[src/hw/i2c_port_params.svh]
// Constants for the two-wire register port: addresses, offsets, reset values.
// Assumes inclusion by bare name from the design files of this block.
`ifndef I2C_PORT_PARAMS_SVH
`define I2C_PORT_PARAMS_SVH

// ----------------------------------------------------------------------
// Bus addressing
// ----------------------------------------------------------------------
`define DEV_ADDR          7'h43
`define BYTE_BITS         4'h8

// ----------------------------------------------------------------------
// Register offsets
// ----------------------------------------------------------------------
`define OFS_REVISION      8'h00
`define OFS_IDENTIFIER    8'h01
`define OFS_SYNTH_LOW     8'h05
`define OFS_SYNTH_MULT    8'h06
`define OFS_SYNTH_DIV     8'h07
`define OFS_REQUEST_LINE_POLARITY       8'h0c
`define OFS_CLK_POL       8'h0d
`define OFS_FAULT         8'h0f
`define OFS_RESTART       8'h10
`define OFS_PLAYBACK      8'h13
`define OFS_SILENCE       8'h14
`define OFS_CMD_IRQ       8'h16
`define OFS_REQ_EN        8'h18
`define OFS_LOCK          8'h40
`define OFS_AUX_LOW       8'h41
`define OFS_AUX_HIGH      8'h42
`define OFS_HDR_HIGH      8'h43
`define OFS_HDR_MID       8'h44

// ----------------------------------------------------------------------
// Reset values
// ----------------------------------------------------------------------
`define RST_SYNTH_LOW     8'ha1
`define RST_SYNTH_MULT    8'h0c
`define RST_SYNTH_DIV     8'h00
`define RST_REQUEST_LINE_POLARITY       8'h01
`define RST_CLK_POL       8'h04
`define RST_PLAYBACK      8'h01
`define RST_SILENCE       8'h00
`define RST_CMD_IRQ       8'h00
`define RST_REQ_EN        8'h00

`endif

[src/hw/i2c_port_pkg.sv]
// Types shared by the two-wire register port.
// Assumes nothing beyond a SystemVerilog compiler.
`default_nettype none
package i2c_port_pkg;
  typedef enum logic [3:0] {
    ST_IDLE, ST_ADDR, ST_ADDR_ACK, ST_SUB, ST_SUB_ACK,
    ST_WR, ST_WR_ACK, ST_RD, ST_RD_ACK, ST_IGNORE
  } port_state_t;
endpackage
`default_nettype wire

[src/hw/two_wire_front.sv]
// Edge and bus-condition detector for the clock and data lines.
// Assumes both lines are already synchronous to clk.
`default_nettype none
module two_wire_front (
  // Clock and reset
  input  wire logic clk,
  input  wire logic rst_n,
  input  wire logic ce,
  // Bus lines
  input  wire logic scl_i,
  input  wire logic sda_i,
  // Events, one-cycle pulses
  output logic      scl_rise,
  output logic      scl_fall,
  output logic      start_det,
  output logic      stop_det
);
  logic scl_q;
  logic sda_q;

  always_ff @(posedge clk or negedge rst_n)
  begin
    if (!rst_n)
    begin
      scl_q <= 1'b1;
      sda_q <= 1'b1;
    end
    else if (ce)
    begin
      scl_q <= scl_i;
      sda_q <= sda_i;
    end
  end

  assign scl_rise  = ce & scl_i & ~scl_q;
  assign scl_fall  = ce & ~scl_i & scl_q;
  assign start_det = ce & scl_i & scl_q & sda_q & ~sda_i;
  assign stop_det  = ce & scl_i & scl_q & ~sda_q & sda_i;
endmodule
`default_nettype wire

[src/hw/reg_bank.sv]
// Eight-bit register file behind the two-wire port.
// Assumes one write pulse per byte and a read address held by the caller.
`default_nettype none
`include "i2c_port_params.svh"
module reg_bank #(
  parameter logic [7:0] REVISION   = 8'h5a,
  // Arbitrary value, not tied to any real part.
  parameter logic [7:0] IDENTIFIER = 8'h3c
) (
  // Clock and reset
  input  wire logic       clk,
  input  wire logic       rst_n,
  input  wire logic       ce,
  // Access port
  input  wire logic       wr_en,
  input  wire logic [7:0] wr_addr,
  input  wire logic [7:0] wr_data,
  input  wire logic [7:0] rd_addr,
  output logic      [7:0] rd_data,
  // Status from the decoder
  input  wire logic [7:0] fault_code,
  input  wire logic [7:0] frame_lock_state,
  input  wire logic [7:0] aux_byte_count_low,
  input  wire logic [7:0] aux_byte_count_high,
  input  wire logic [7:0] frame_header_high,
  input  wire logic [7:0] frame_header_middle,
  // Control registers
  output logic      [7:0] ctrl_q [9],
  output logic            software_restart_q
);
  localparam int NRW = 9;
  localparam logic [7:0] RW_OFS [NRW] = '{`OFS_SYNTH_LOW, `OFS_SYNTH_MULT,
    `OFS_SYNTH_DIV, `OFS_REQUEST_LINE_POLARITY, `OFS_CLK_POL, `OFS_PLAYBACK,
    `OFS_SILENCE, `OFS_CMD_IRQ, `OFS_REQ_EN};
  localparam logic [7:0] RW_RST [NRW] = '{`RST_SYNTH_LOW, `RST_SYNTH_MULT,
    `RST_SYNTH_DIV, `RST_REQUEST_LINE_POLARITY, `RST_CLK_POL, `RST_PLAYBACK,
    `RST_SILENCE, `RST_CMD_IRQ, `RST_REQ_EN};

  // Returns {hit, index} of a writable register.
  function automatic logic [4:0] rw_decode(input logic [7:0] a);
    logic [4:0] r;
    r = 5'h00;
    for (int i = 0; i < NRW; i++)
      if (a == RW_OFS[i])
        r = {1'b1, i[3:0]};
    return r;
  endfunction

  wire logic [4:0] wr_dec = rw_decode(wr_addr);
  wire logic [4:0] rd_dec = rw_decode(rd_addr);

  for (genvar g = 0; g < NRW; g++)
  begin : g_rw
    always_ff @(posedge clk or negedge rst_n)
    begin
      if (!rst_n)
        ctrl_q[g] <= RW_RST[g];
      else if (ce && wr_en && wr_dec[4] && wr_dec[3:0] == 4'(g))
        ctrl_q[g] <= wr_data;
    end
  end

  always_ff @(posedge clk or negedge rst_n)
  begin
    if (!rst_n)
      software_restart_q <= 1'b0;
    else if (ce)
      software_restart_q <= wr_en && wr_addr == `OFS_RESTART;
  end

  // Writes to read-only or unmapped offsets are dropped; unmapped reads give zero.
  always_comb
  begin
    rd_data = 8'h00;
    if (rd_dec[4])
      rd_data = ctrl_q[rd_dec[3:0]];
    else
      case (rd_addr)
        `OFS_REVISION:   rd_data = REVISION;
        `OFS_IDENTIFIER: rd_data = IDENTIFIER;
        `OFS_FAULT:      rd_data = fault_code;
        `OFS_LOCK:       rd_data = frame_lock_state;
        `OFS_AUX_LOW:    rd_data = aux_byte_count_low;
        `OFS_AUX_HIGH:   rd_data = aux_byte_count_high;
        `OFS_HDR_HIGH:   rd_data = frame_header_high;
        `OFS_HDR_MID:    rd_data = frame_header_middle;
        default:         rd_data = 8'h00;
      endcase
  end
endmodule
`default_nettype wire

[src/hw/i2c_slave_register_port.sv]
// Two-wire slave port giving an external master access to the register file.
// Assumes bus lines synchronous to clk and an external open-drain pad.
//
// Functional notes
// - Port is slave only: never drives clock, never starts a transfer.
// - Start is data falling with clock high; it precedes every transfer.
// - Stop is data rising with clock high; device returns to idle.
// - After eight bits the receiver pulls data low on the ninth pulse.
// - Device samples data on the rising clock edge when receiving.
// - First byte is MSB first; upper seven bits compared with 1000011.
// - Address LSB chooses read (1) or write (0); ack only on match.
// - Byte after write address loads the pointer and is acknowledged.
// - Each later write byte is stored at the pointer and acknowledged.
// - Pointer increments by one after every byte written or read.
// - Read address acknowledged, then the pointed register shifts out.
// - Master ack asks the next register; master nack then stop ends reads.
// - Registers without reset value are undefined after reset.
`default_nettype none
`include "i2c_port_params.svh"
module i2c_slave_register_port #(
  parameter logic [6:0] DEV_ADDR   = `DEV_ADDR,
  parameter int         PTR_W      = 8,
  parameter logic [7:0] REVISION   = 8'h5a,
  // Arbitrary value, not tied to any real part.
  parameter logic [7:0] IDENTIFIER = 8'h3c
) (
  // Clock, reset, enable
  input  wire logic       clk,
  input  wire logic       rst_n,
  input  wire logic       ce,
  // Two-wire bus (data is open drain)
  input  wire logic       scl_i,
  input  wire logic       sda_i,
  output logic            sda_o,
  output logic            sda_oe,
  // Status from the decoder
  input  wire logic [7:0] fault_code,
  input  wire logic [7:0] frame_lock_state,
  input  wire logic [7:0] aux_byte_count_low,
  input  wire logic [7:0] aux_byte_count_high,
  input  wire logic [7:0] frame_header_high,
  input  wire logic [7:0] frame_header_middle,
  // Control registers
  output logic      [7:0] clock_synth_control_low,
  output logic      [7:0] clock_synth_multiplier,
  output logic      [7:0] clock_synth_input_divider,
  output logic      [7:0] request_line_polarity,
  output logic      [7:0] input_clock_polarity,
  output logic      [7:0] playback_control,
  output logic      [7:0] output_silence,
  output logic      [7:0] command_irq,
  output logic      [7:0] request_line_enable,
  output logic            software_restart
);
  if (PTR_W != 8)
  begin : g_chk
    $error("Pointer width must be eight bits");
  end

  // ----------------------------------------------------------------------
  // Reset release
  // ----------------------------------------------------------------------
  logic [1:0] rst_sync_q;
  wire logic  rst_sync_n = rst_sync_q[1];

  always_ff @(posedge clk or negedge rst_n)
  begin
    if (!rst_n)
      rst_sync_q <= 2'h0;
    else
      rst_sync_q <= {rst_sync_q[0], 1'b1};
  end

  // ----------------------------------------------------------------------
  // Bus events
  // ----------------------------------------------------------------------
  wire logic scl_rise;
  wire logic scl_fall;
  wire logic start_det;
  wire logic stop_det;

  two_wire_front u_front (
    .clk       (clk),
    .rst_n     (rst_sync_n),
    .ce        (ce),
    .scl_i     (scl_i),
    .sda_i     (sda_i),
    .scl_rise  (scl_rise),
    .scl_fall  (scl_fall),
    .start_det (start_det),
    .stop_det  (stop_det)
  );

  // ----------------------------------------------------------------------
  // Protocol state
  // ----------------------------------------------------------------------
  i2c_port_pkg::port_state_t state_q;
  i2c_port_pkg::port_state_t state_d;
  logic [3:0]       cnt_q;
  logic [3:0]       cnt_d;
  logic [7:0]       sh_q;
  logic [7:0]       sh_d;
  logic [7:0]       tx_q;
  logic [7:0]       tx_d;
  logic [PTR_W-1:0] ptr_q;
  logic [PTR_W-1:0] ptr_d;
  logic             oe_q;
  logic             oe_d;
  logic             rw_q;
  logic             rw_d;
  logic             mack_q;
  logic             mack_d;
  logic             wr_en_q;
  logic             wr_en_d;
  logic [7:0]       wr_addr_q;
  logic [7:0]       wr_addr_d;
  logic [7:0]       wr_data_q;
  logic [7:0]       wr_data_d;
  logic             sda_o_q;
  wire logic [7:0]  rd_data;
  wire logic        addr_hit  = sh_q[7:1] == DEV_ADDR;
  wire logic        byte_done = scl_fall && cnt_q == `BYTE_BITS;
  logic [7:0]       ctrl [9];

  always_comb
  begin
    state_d   = state_q;
    cnt_d     = cnt_q;
    sh_d      = sh_q;
    tx_d      = tx_q;
    ptr_d     = ptr_q;
    oe_d      = oe_q;
    rw_d      = rw_q;
    mack_d    = mack_q;
    wr_en_d   = 1'b0;
    wr_addr_d = wr_addr_q;
    wr_data_d = wr_data_q;
    if (stop_det)
    begin
      state_d = i2c_port_pkg::ST_IDLE;
      oe_d    = 1'b0;
    end
    else if (start_det)
    begin
      state_d = i2c_port_pkg::ST_ADDR;
      cnt_d   = 4'h0;
      oe_d    = 1'b0;
    end
    else
      case (state_q)
        i2c_port_pkg::ST_ADDR, i2c_port_pkg::ST_SUB, i2c_port_pkg::ST_WR:
        begin
          if (scl_rise)
          begin
            sh_d  = {sh_q[6:0], sda_i};
            cnt_d = cnt_q + 4'h1;
          end
          else if (byte_done)
          begin
            cnt_d = 4'h0;
            oe_d  = 1'b1;
            if (state_q == i2c_port_pkg::ST_ADDR)
            begin
              rw_d    = sh_q[0];
              state_d = addr_hit ? i2c_port_pkg::ST_ADDR_ACK : i2c_port_pkg::ST_IGNORE;
              oe_d    = addr_hit;
            end
            else if (state_q == i2c_port_pkg::ST_SUB)
            begin
              ptr_d   = sh_q;
              state_d = i2c_port_pkg::ST_SUB_ACK;
            end
            else
            begin
              wr_en_d   = 1'b1;
              wr_addr_d = ptr_q;
              wr_data_d = sh_q;
              ptr_d     = ptr_q + 8'h01;
              state_d   = i2c_port_pkg::ST_WR_ACK;
            end
          end
        end
        i2c_port_pkg::ST_ADDR_ACK:
          if (scl_fall)
          begin
            cnt_d = 4'h0;
            if (rw_q)
            begin
              tx_d    = rd_data;
              oe_d    = ~rd_data[7];
              state_d = i2c_port_pkg::ST_RD;
            end
            else
            begin
              oe_d    = 1'b0;
              state_d = i2c_port_pkg::ST_SUB;
            end
          end
        i2c_port_pkg::ST_SUB_ACK, i2c_port_pkg::ST_WR_ACK:
          if (scl_fall)
          begin
            oe_d    = 1'b0;
            state_d = i2c_port_pkg::ST_WR;
          end
        i2c_port_pkg::ST_RD:
          if (scl_fall)
          begin
            cnt_d = cnt_q + 4'h1;
            if (cnt_q == 4'h7)
            begin
              oe_d    = 1'b0;
              ptr_d   = ptr_q + 8'h01;
              state_d = i2c_port_pkg::ST_RD_ACK;
            end
            else
            begin
              tx_d = {tx_q[6:0], 1'b0};
              oe_d = ~tx_q[6];
            end
          end
        i2c_port_pkg::ST_RD_ACK:
          if (scl_rise)
            mack_d = ~sda_i;
          else if (scl_fall)
          begin
            cnt_d = 4'h0;
            if (mack_q)
            begin
              tx_d    = rd_data;
              oe_d    = ~rd_data[7];
              state_d = i2c_port_pkg::ST_RD;
            end
            else
              state_d = i2c_port_pkg::ST_IGNORE;
          end
        i2c_port_pkg::ST_IDLE, i2c_port_pkg::ST_IGNORE:
          oe_d = 1'b0;
        default:
          state_d = i2c_port_pkg::ST_IDLE;
      endcase
  end

  // The pointer has no reset value, so its content is undefined until loaded.
  always_ff @(posedge clk)
  begin
    if (ce)
      ptr_q <= ptr_d;
  end

  always_ff @(posedge clk or negedge rst_sync_n)
  begin
    if (!rst_sync_n)
    begin
      state_q   <= i2c_port_pkg::ST_IDLE;
      cnt_q     <= 4'h0;
      sh_q      <= 8'h00;
      tx_q      <= 8'h00;
      oe_q      <= 1'b0;
      rw_q      <= 1'b0;
      mack_q    <= 1'b0;
      wr_en_q   <= 1'b0;
      wr_addr_q <= 8'h00;
      wr_data_q <= 8'h00;
      sda_o_q   <= 1'b0;
    end
    else if (ce)
    begin
      state_q   <= state_d;
      cnt_q     <= cnt_d;
      sh_q      <= sh_d;
      tx_q      <= tx_d;
      oe_q      <= oe_d;
      rw_q      <= rw_d;
      mack_q    <= mack_d;
      wr_en_q   <= wr_en_d;
      wr_addr_q <= wr_addr_d;
      wr_data_q <= wr_data_d;
      sda_o_q   <= 1'b0;
    end
  end

  // Only the data line is ever driven, and only low: the port stays a slave.
  assign sda_o  = sda_o_q;
  assign sda_oe = oe_q;

  // ----------------------------------------------------------------------
  // Register file
  // ----------------------------------------------------------------------
  reg_bank #(
    .REVISION   (REVISION),
    .IDENTIFIER (IDENTIFIER)
  ) u_regs (
    .clk                 (clk),
    .rst_n               (rst_sync_n),
    .ce                  (ce),
    .wr_en               (wr_en_q),
    .wr_addr             (wr_addr_q),
    .wr_data             (wr_data_q),
    .rd_addr             (ptr_q),
    .rd_data             (rd_data),
    .fault_code          (fault_code),
    .frame_lock_state    (frame_lock_state),
    .aux_byte_count_low  (aux_byte_count_low),
    .aux_byte_count_high (aux_byte_count_high),
    .frame_header_high   (frame_header_high),
    .frame_header_middle (frame_header_middle),
    .ctrl_q              (ctrl),
    .software_restart_q  (software_restart)
  );

  assign clock_synth_control_low   = ctrl[0];
  assign clock_synth_multiplier    = ctrl[1];
  assign clock_synth_input_divider = ctrl[2];
  assign request_line_polarity     = ctrl[3];
  assign input_clock_polarity      = ctrl[4];
  assign playback_control          = ctrl[5];
  assign output_silence            = ctrl[6];
  assign command_irq               = ctrl[7];
  assign request_line_enable       = ctrl[8];
endmodule
`default_nettype wire

[config.mk]
export PLATFORM = sky130hd
export DESIGN_NAME = i2c_slave_register_port
export DESIGN_NICKNAME = d
export VERILOG_FILES = /design/src/hw/i2c_port_pkg.sv /design/src/hw/two_wire_front.sv /design/src/hw/reg_bank.sv /design/src/hw/i2c_slave_register_port.sv
export VERILOG_INCLUDE_DIRS = /design/src /design/src/hw
export SDC_FILE = /design/constraint.sdc
export NUM_CORES = 1
export LEC_CHECK = 0
export BUFFER_PORTS_ARGS = -buffer_cell sky130_fd_sc_hd__buf_2
export CELL_PAD_IN_SITES_DETAIL_PLACEMENT = 1
export CELL_PAD_IN_SITES_GLOBAL_PLACEMENT = 1
export CORE_UTILIZATION = 44
export CTS_CLUSTER_SIZE = 14
export DETAILED_ROUTE_END_ITERATION = 8
export PLACE_DENSITY_LB_ADDON = 0.1
export SETUP_SLACK_MARGIN = 0.5
export SLEW_MARGIN = 0
export SYNTH_ARGS = -nofsm -noshare
export SYNTH_HDL_FRONTEND = slang
export SYNTH_SLANG_ARGS = --single-unit
[constraint.sdc]
create_clock -name clk -period 4.32 [get_ports clk]
set_clock_uncertainty 0.2 [all_clocks]
set_input_delay 0 -clock clk [delete_from_list [all_inputs] [get_ports clk]]
set_output_delay 0 -clock clk [all_outputs]
set_load 0.005 [all_outputs]
Word level (Yosys, flattened, before mapping)
Index checks and enable logic that the tools add are counted.
{"block": "word_totals", "reg_bits": 128, "latch_bits": 0, "mem_bits_rw": 0, "rom_bits": 0, "input_bits": 53, "out_inout_bits": 75, "elab_cells": 232, "mem_count": 0}
{"block": "op_classes", "addsub": 2, "multipliers": 0, "div_mod_pow": 0, "order_cmp": 1, "eq_ne": 70, "n_shift": 0, "muxes": 82, "bitwise": 21, "reduce_logical": 32}
{"operator": "2-to-1 mux 5 bit", "count": 18}
{"operator": "2-to-1 mux 4 bit", "count": 19}
{"operator": "== test 8 x 5 -> 1 bit (second input constant)", "count": 9}
{"operator": "2-to-1 mux 8 bit", "count": 9}
{"operator": "case mux 8 bit (8 select lines)", "count": 1}
{"operator": "2-to-1 mux 7 bit", "count": 7}
{"operator": "== test 8 x 3 -> 1 bit (second input constant)", "count": 6}
{"operator": "== test 8 x 4 -> 1 bit (second input constant)", "count": 5}
{"operator": "== test 8 x 7 -> 1 bit (second input constant)", "count": 5}
{"operator": "inequality test 4 bit (second input constant)", "count": 10}
{"operator": "== test 4 x 3 -> 1 bit (second input constant)", "count": 9}
{"operator": "binary-select mux 8 bit (select 4 bit)", "count": 1}
{"operator": "case mux 4 bit (6 select lines)", "count": 1}
{"operator": "inequality test 2 bit (second input constant)", "count": 11}
{"operator": "case mux 7 bit (3 select lines)", "count": 1}
{"operator": "2-to-1 mux 1 bit", "count": 20}
{"operator": "AND reduction 10 bit", "count": 2}
{"operator": "== test 4 x 2 -> 1 bit (second input constant)", "count": 4}
{"operator": "== test 4 bit (second input constant)", "count": 4}
{"operator": "case mux 4 bit (4 select lines)", "count": 1}
{"operator": "case mux 8 bit (2 select lines)", "count": 1}
{"operator": "logical AND 1 bit", "count": 13}
{"operator": "inverter 1 bit", "count": 11}
{"operator": "AND reduction 11 bit", "count": 1}
{"operator": "other kinds (25)", "count": 39}

Logic depth before layout (Yosys ltp)
Gate-level depths: netlist of the first run.
{"block": "logic_depth", "ltp_word": 22, "depth_mapped": 11, "mapped_depth_nobuf": 9}

By module
Synthesis of the first run repeated with hierarchy kept, for this count alone.
{"block": "hier_totals", "cells_unflattened": 691, "hier_area_um2": 7353.3}
{"module": "reg_bank", "instances": 1, "cells_each": 420, "area_each_um2": 4383.0, "seq_area_each_um2": 1836.8}
{"module": "i2c_slave_register_port", "instances": 1, "cells_each": 259, "area_each_um2": 2847.7, "seq_area_each_um2": 1366.3}
{"module": "two_wire_front", "instances": 1, "cells_each": 12, "area_each_um2": 122.6, "seq_area_each_um2": 52.6}

Worst setup path after synthesis of the first run
No wires, ideal clock.
{"block": "synth_path", "path_type": "register to register", "from": "register ptr_q[5]", "to": "register tx_q[0]", "setup_ns": 0.134, "t_arrival_ns": 2.382, "required_time_ns": 3.986, "setup_slack_ns": 1.604, "path_stages_with_launch": 11, "n_path_buf": 3, "period_less_slack_ns": 2.716, "cell_sequence": "edfxtp_1 -> buf_6 -> or4b_4 -> nor4b_4 -> or2_1 -> buf_6 -> buf_12 -> mux2i_1 -> nor2_1 -> a2111oi_0 -> a21oi_1"}
{"block": "synth_via", "elab_chain_cells": 18, "word_cells_on_any_way": 38, "cone_classes": "16 x eq/ne; 20 x mux; 1 x bitwise; 1 x reduce/logical"}
{"item": "start: declaration", "line_no": "i2c_slave_register_port.sv:105", "rtl": "logic [PTR_W-1:0] ptr_q;"}
{"item": "start signal: assignment", "line_no": "i2c_slave_register_port.sv:247", "rtl": "ptr_q <= ptr_d;"}
{"item": "== test 8 x 3 -> 1 bit", "line_no": "reg_bank.sv:44", "rtl": "if (a == RW_OFS[i])"}
{"item": "2-to-1 mux 5 bit (8 in a row)", "line_no": "reg_bank.sv:44"}
{"item": "inverter 4 -> 5 bit (implied by the code)", "line_no": "reg_bank.sv:76", "rtl": "rd_data = ctrl_q[rd_dec[3:0]];"}
{"item": "binary-select mux 8 bit (select 4 bit)", "line_no": "reg_bank.sv:76"}
{"item": "2-to-1 mux 8 bit (implied by the code) (2 in a row)", "line_no": "reg_bank.sv:76"}
{"item": "2-to-1 mux 8 bit (*)", "line_no": "reg_bank.sv:75", "rtl": "if (rd_dec[4])"}
{"item": "2-to-1 mux 7 bit", "line_no": "i2c_slave_register_port.sv:227", "rtl": "if (mack_q)"}
{"item": "2-to-1 mux 7 bit", "line_no": "i2c_slave_register_port.sv:224", "rtl": "else if (scl_fall)"}
{"item": "2-to-1 mux 7 bit", "line_no": "i2c_slave_register_port.sv:222", "rtl": "if (scl_rise)"}
{"item": "case mux 7 bit (3 select lines) (*)", "line_no": "i2c_slave_register_port.sv:150", "rtl": "case (state_q)"}
{"item": "end signal: assignment", "line_no": "i2c_slave_register_port.sv:271", "rtl": "tx_q <= tx_d;"}
{"item": "end: declaration", "line_no": "i2c_slave_register_port.sv:103", "rtl": "logic [7:0] tx_q;"}
Every way passes the cells marked *; elsewhere a longest branch is shown, timed or not. The select of a mux whose other input is x is not followed.
A chain may end at the register's enable or synchronous reset.

Worst setup path in the final report of the first run
{"block": "layout_path", "from": "register ptr_q[5]", "to": "register tx_q[2]"}
The elaborated chain is that of the path after synthesis.

==> impl_results.md, run 1 <==
* Run status: finished clean
* Commonest non-fill, non-tap cell in the layout: buf_2
* Post-Synth Simple-Gate Area at 15.42%
* Main flop type after synthesis: dfrtp_1
* DRT antenna net count at 0
* Initial Util at 45.13%
* Synth warnings at 0
* Mapped Area at 7196 um^2
* Filler cells at 1789
* Sum Neg Setup Slack at 0 ns
* I/O Pins at 128
* CP Launch Type: flip-flop
* Gates resized, CTS repair at 0
* Max-slew violations at 0
* Row cnt at 46
* Num CTS Buffers at 17
* EDFF count, synth at 8
* Gpl congestion at 0.9337
* Post-Syn Nets at 736
* # hold bufs at CTS at 10
* DRT Pass-1 Iters at 5
* Clk buf depth at 2
* Leak Pwr at 4.112 nW
* Syn_area_per_cell at 10.63 um^2
* Required @ worst endpoint at 4.42 ns
* Final worst-path cycle share at 80.49%
* Post-synthesis sequential area ratio at 45.24%
* Final setup fails at 0
* Fin crit period at 3.477 ns
* Gate Count Post-Synth at 677
* CTS tree: done
* CTS root buffer: clkbuf_16
* Async SR Flop Fraction at 93.75%
* Met1 WL at 10.35 mm
* Die Width at 129.9 um
* Top sig layer: met4
* Final Hold Fails at 0
* DIE AREA at 16870 um^2
* Ratio of cells with drive above 1 in the final layout at 37.90%
* Worst-Margin Slew at 1.249 ns
* Setup crit end kind: flip-flop
* CP Data Arrival Time at 3.58 ns
* Storage element area at 3259 um^2
* Worst Path Class, Setup: flip-flop to flip-flop
* RSZ-0062 raised after global routing: false
* CP Max Fanout at 24
* Pwr Density at 332.1 nW/um^2
* Final HPWL DP at 17.41 mm
* Count of cell types in the netlist at 74
* Initial antenna violation count at 0
* Commonest non-fill, non-tap cells in the layout: buf_2, dfrtp_1, mux2_2, nand2_1, o21ai_0
* PortBufs at 126
* Met3 wire len at 1.272 mm
* Total vias in the final route at 6099
* # DRC at 0
* Max cap viols at 0
* Vias in the first global route at 6301
* H-tree Lvls at 4
* Final net count at 856
* Core area at 15940 um^2
* Post-CTS Setup Inserts at 0
* Number of synthesized register bits at 128
* Met2 wire length at 11.65 mm
* Fmax at 0.2876 GHz
* Area Growth Syn to Fin at 20.38%
* Compound-Gate Fraction of Synth Area at 13.48%
* GR Overflow Total at 0
* Die Y at 129.9 um
* Clock Latency Late Sink at 0.42 ns
* Relative slew slack at 16.10%
* CTS sink count at 128
* GRT Overall Usage at 29.36%
* Multi-input logic area at 3681 um^2
* Post-synthesis mux area share at 20.38%
* Largest net degree at the start of global routing at 43
* Avg WL per Cell at 23.23 um
* Peak supply drop at 0.2808 mV
* Main combinational cell family by area after synthesis: multiplexers
* Initial drt markers at 439
* Reg2Reg Setup Slack at 0.84 ns
* Wire length of the first global-routing pass at 36.56 mm
* Clock-pin slew on the worst setup and hold paths at 0.06 ns
* Via density at 5.944
* Post-synthesis adder-cell area fraction at 1.043%
* Total Power at 2.877 mW
* # diodes at 0
* Final hold slack at 0.04696 ns
* HP Class: input port to flip-flop
* Final WL at 23.84 mm
* XOR/XNOR share of the synthesized area at 0.7303%
==> worst max-delay path: stages, from the launching register on <==
cell,delay [ns]
edfxtp_1,0.51
nor4_1,0.85
o211a_1,0.31
or2_1,0.11
buf_4,0.38
mux2i_1,0.33
a2bb2oi_1,0.19
o211ai_1,0.15
a221o_1,0.33
==> path summary, 6_finish.rpt <==
kind | end | from | depth (start not counted)
max | tx_q[2]$_DFFE_PN0P_ | ptr_q[5]$_DFFE_PP_ | 8
min | tx_q[2]$_DFFE_PN0P_ | frame_header_middle[2] | 6
max reg2reg | tx_q[2]$_DFFE_PN0P_ | ptr_q[5]$_DFFE_PP_ | 8
min reg2reg | cnt_q[1]$_DFFE_PN0P_ | rst_sync_q[1]$_DFF_PN0_ | 0
max in group asynchronous | u_regs.ctrl_q[15]$_DFFE_PN0P_ | rst_sync_q[1]$_DFF_PN0_ | 1
min in group asynchronous | cnt_q[1]$_DFFE_PN0P_ | rst_sync_q[1]$_DFF_PN0_ | 0
==> flip-flops by register name, summed over array words and instances, names as in the netlist, 2 cells and up <==
| signal | flops |
|---|---|
| u_regs.ctrl_q | 72 |
| tx_q | 7 |
| ptr_q | 8 |
| state_q | 4 |
| sh_q | 8 |
| wr_data_q | 8 |
| wr_addr_q | 8 |
| rst_sync_q | 2 |
| cnt_q | 4 |
==> power breakdown <==
part	internal, mW	switching [mW]
clock	0.863	0.611
combinational	0.0641	0.0813
sequential	1.22	0.0338
==> synthesized netlist by cell type, types with 4 or more instances <==
library cell,number,area [um^2]
nand2_1,56,210.2
mux2i_1,25,250.2
and3_1,4,25.02
o22ai_1,4,25.02
nand3_1,19,95.09
buf_1,9,33.78
a22oi_1,17,127.6
inv_1,11,41.29
a221oi_1,5,43.79
or3_1,7,43.79
o211ai_1,5,37.54
mux2_2,108,1216
clkbuf_1,26,97.59
nor2b_1,12,75.07
nand3b_1,6,45.04
nor2_4,4,45.04
dfstp_2,10,262.8
o21ai_0,39,195.2
a222oi_1,5,50.05
nor2_1,37,138.9
ha_1,6,75.07
nor3_1,17,85.08
a21oi_1,23,115.1
nand2b_1,9,56.30
buf_2,5,25.02
or2_2,5,31.28
a31oi_1,7,43.79
edfxtp_1,8,240.2
dfrtp_1,110,2753
==> cells by family (layout without fill, tap and decap cells) <==
group	count (synthesis)	count (layout)
flops	128	128
buf+inv	56	189
other cells	2	2
compound gates	142	142
xor+xnor	6	6
mux	133	133
fa+ha+maj	6	6
simple gates	204	204
==> routing by layer <==
metal  global-route usage, %  up-vias
li1                        -     2723
met1                   37.81     3112
met2                   49.26      218
met3                   5.330       46
met4                   11.01        0
met5                       0        -
==> layout make-up <==
| class | instances | share of cell area, % |
|---|---|---|
| clock buffers | 19 | 5.359 |
| multi-input cells | 493 | 42.50 |
| well taps | 216 | 3.120 |
| clock inverters | 13 | 1.618 |
| repair buffers | 146 | 9.302 |
| flip-flops and latches | 128 | 37.63 |
| inverters | 11 | 0.4767 |
==> metrics by stage <==
stage	cells	util (%)	setup slack (ns)	instance area, um^2
6_report	1026	54.33	0.8430	8662
5_1_grt	1026	54.33	0.5576	8662
4_1_cts	1026	54.33	0.8503	8662
3_5_place_dp	984	49.91	0.8742	7958
3_3_place_gp	984	49.91	0.9420	7958
2_1_floorplan	677	-	0.5468	7196
Power figures use the tool's default switching activity.
==> run 2: changes to the inputs <==
==> constraint.sdc (replaced) <==
create_clock -name clk -period 3.4 [get_ports clk]
set_clock_uncertainty 0.2 [all_clocks]
set_input_delay 0 -clock clk [delete_from_list [all_inputs] [get_ports clk]]
set_output_delay 0 -clock clk [all_outputs]
set_load 0.005 [all_outputs]
==> run 2 against run 1 <==
Against the previous run:
- critical path depth grew 3
- sequential cell count is the same
- sequential power grew 26%
- cell count grew 5.8%
- die area is the same
- wire length grew 8.1%
- total power grew 27%
==> impl_results.md, run 2 (synthesis gave the netlist of run 1 again) <==
* Final worst-path cycle share at 91.77% (+11 points)
* CP Buf/Inv Count at 3 (+2)
* Required @ worst endpoint at 3.47 ns (-0.95 ns)
* Max cap viols at 0 (unchanged)
* Setup WS pre-CTS at 0.04365 ns (-0.8305 ns)
* Fin crit period at 3.120 ns (-0.3567 ns)
* Fmax at 0.3205 GHz (+11%)
* CTS sink count at 128 (unchanged)
* # DRC at 0 (unchanged)
* Leak Pwr at 4.431 nW (+7.8%)
* Initial Util at 45.13% (unchanged)
* Gpl congestion at 0.8641 (-7.5%)
* H-tree Lvls at 4 (unchanged)
* Filler cells at 1758 (-1.7%)
* Setup crit end kind: flip-flop
* Biggest register: u_regs.ctrl_q
* # diodes at 0 (unchanged)
* Total Power at 3.646 mW (+27%)
* Peak supply drop at 0.4872 mV (+73%)
* Initial drt markers at 455 (+3.6%)
* Cell Chain, Critical Path: inv_1 -> ha_1 -> and3b_2 -> o211a_1 -> or2_4 -> buf_12 -> buf_4 -> mux2i_1 -> o21ai_0 -> o31ai_1 -> o211ai_1
* Max reg flops at 72 (unchanged)
* Reg2Reg Setup Slack at 0.28 ns (-0.56 ns)
* Num CTS Buffers at 17 (unchanged)
* CTS root buffer: clkbuf_16
* Pwr Density at 389.2 nW/um^2 (+17%)
* Final HPWL DP at 16.86 mm (-3.1%)
* Worst-Margin Slew at 0.9195 ns (-0.3294 ns)
* Final hold slack at 0.03724 ns (-0.009726 ns)
* Die Width at 129.9 um (unchanged)
* CP Data Arrival Time at 3.19 ns (-0.39 ns)
* Run status: finished clean
* CP Max Fanout at 9 (-63%)
* RSZ-0062 raised after global routing: true
* Storage element area at 3261 um^2 (about the same)
* Worst Path Class, Setup: flip-flop to flip-flop
* Commonest non-fill, non-tap cells in the layout: buf_2, mux2_2, dfrtp_1, buf_4, nand2_1
* Vias in the first global route at 6417 (+1.8%)
* Clock-pin slew on the worst setup and hold paths at 0.06 ns (about the same)
* Final WL at 25.76 mm (+8.1%)
* Final setup fails at 0 (unchanged)
* Final Hold Fails at 0 (unchanged)
* Crit-path max cell delay at 0.41 ns (-0.44 ns)
* Max-slew violations at 0 (unchanged)
* Die Y at 129.9 um (unchanged)
* Sum Neg Setup Slack at 0 ns (unchanged)
* Commonest non-fill, non-tap cell in the layout: buf_2
* Finished Core Util at 58.76% (+4.4 points)
* Slowest CP cell: edfxtp_1
* Final net count at 916 (+7.0%)
* Avg WL per Cell at 23.72 um (+2.1%)
* CP top delay family: compound AO/OA/AOI/OAI gates
* CP Launch Type: flip-flop
* DIE AREA at 16870 um^2 (unchanged)
* Clk buf depth at 2 (unchanged)
* Clock Latency Late Sink at 0.42 ns (about the same)
* Via density at 6.017 (+1.2%)
* I/O Pins at 128 (unchanged)
* Ratio of cells with drive above 1 in the final layout at 45.29% (+7.4 points)
* CTS tree: done
* GR Overflow Total at 0 (unchanged)
* Relative slew slack at 38.70% (+23 points)
* Row cnt at 46 (unchanged)
* DRT Pass-1 Iters at 4 (-1)
* PortBufs at 126 (unchanged)
* HP Class: input port to flip-flop
* Multi-input logic area at 3842 um^2 (+4.4%)
* DRT antenna net count at 0 (unchanged)
* Core area at 15940 um^2 (unchanged)
* Largest net degree at the start of global routing at 65 (+51%)
* Setup ws final at 0.2797 ns (-0.5633 ns)
* Wire length of the first global-routing pass at 37.03 mm (+1.3%)
* Area Growth Syn to Fin at 30.19%
* GRT Overall Usage at 29.68% (+0.32 points)
* Initial antenna violation count at 0 (unchanged)
* Total vias in the final route at 6535 (+7.1%)
==> run 2: timing repair <==
action,in CTS,in global routing
setup endpoints to repair,35,45
endpoints found under the hold margin,12,0
pin swaps,9,15
cloned,1,2
gates resized for setup,12,27
setup buffers,16,25
hold buffers,11,0
==> run 2: path summary, 6_finish.rpt <==
path,start,depth (start not counted),end
min,frame_header_middle[1],5,tx_q[1]$_DFFE_PN0P_
min in group asynchronous,rst_n,3,rst_sync_q[1]$_DFF_PN0_
min reg2reg,rst_sync_q[0]$_DFF_PN0_,0,rst_sync_q[1]$_DFF_PN0_
max reg2reg,ptr_q[0]$_DFFE_PP_,11,tx_q[4]$_DFFE_PN0P_
max,ptr_q[0]$_DFFE_PP_,11,tx_q[4]$_DFFE_PN0P_
max in group asynchronous,rst_sync_q[1]$_DFF_PN0_,1,u_regs.ctrl_q[62]$_DFFE_PN0P_
==> run 2: final cells by class <==
cell class,instances,share of cell area (%)
clock inverter,15,1.803
clock buffer,17,4.541
sequential,128,34.81
tap,216,2.885
multi-input combinational,494,41.02
timing repair buffer,205,14.51
inverter,11,0.4408
==> run 2: worst min-delay path, stage by stage <==
cell	delay [ns]
buf_2	0.08
a221oi_1	0.08
o21ai_0	0.12
a221oi_1	0.11
o311ai_1	0.22
==> run 2: per-layer routing <==
| metal | global-route usage, % | wire, um | up-vias |
|---|---|---|---|
| met5 | 0 | 0 | - |
| met1 | 39.54 | 11110 | 3361 |
| met3 | 7.093 | 1690 | 50 |
| met4 | 8.345 | 490 | 0 |
| met2 | 48.29 | 12480 | 263 |
| li1 | - | - | 2861 |
==> run 2: per-stage QoR <==
step,std cells,instance area (um^2)
after global placement,999,8095
after CTS,1059,9022
after detailed placement,999,8095
final,1086,9368
after floorplan,677,7197
after global routing,1086,9368
==> run 2: where the power goes <==
part | internal, mW | switching [mW]
clock | 1.04 | 0.802
sequential | 1.56 | 0.0382
combinational | 0.0916 | 0.116
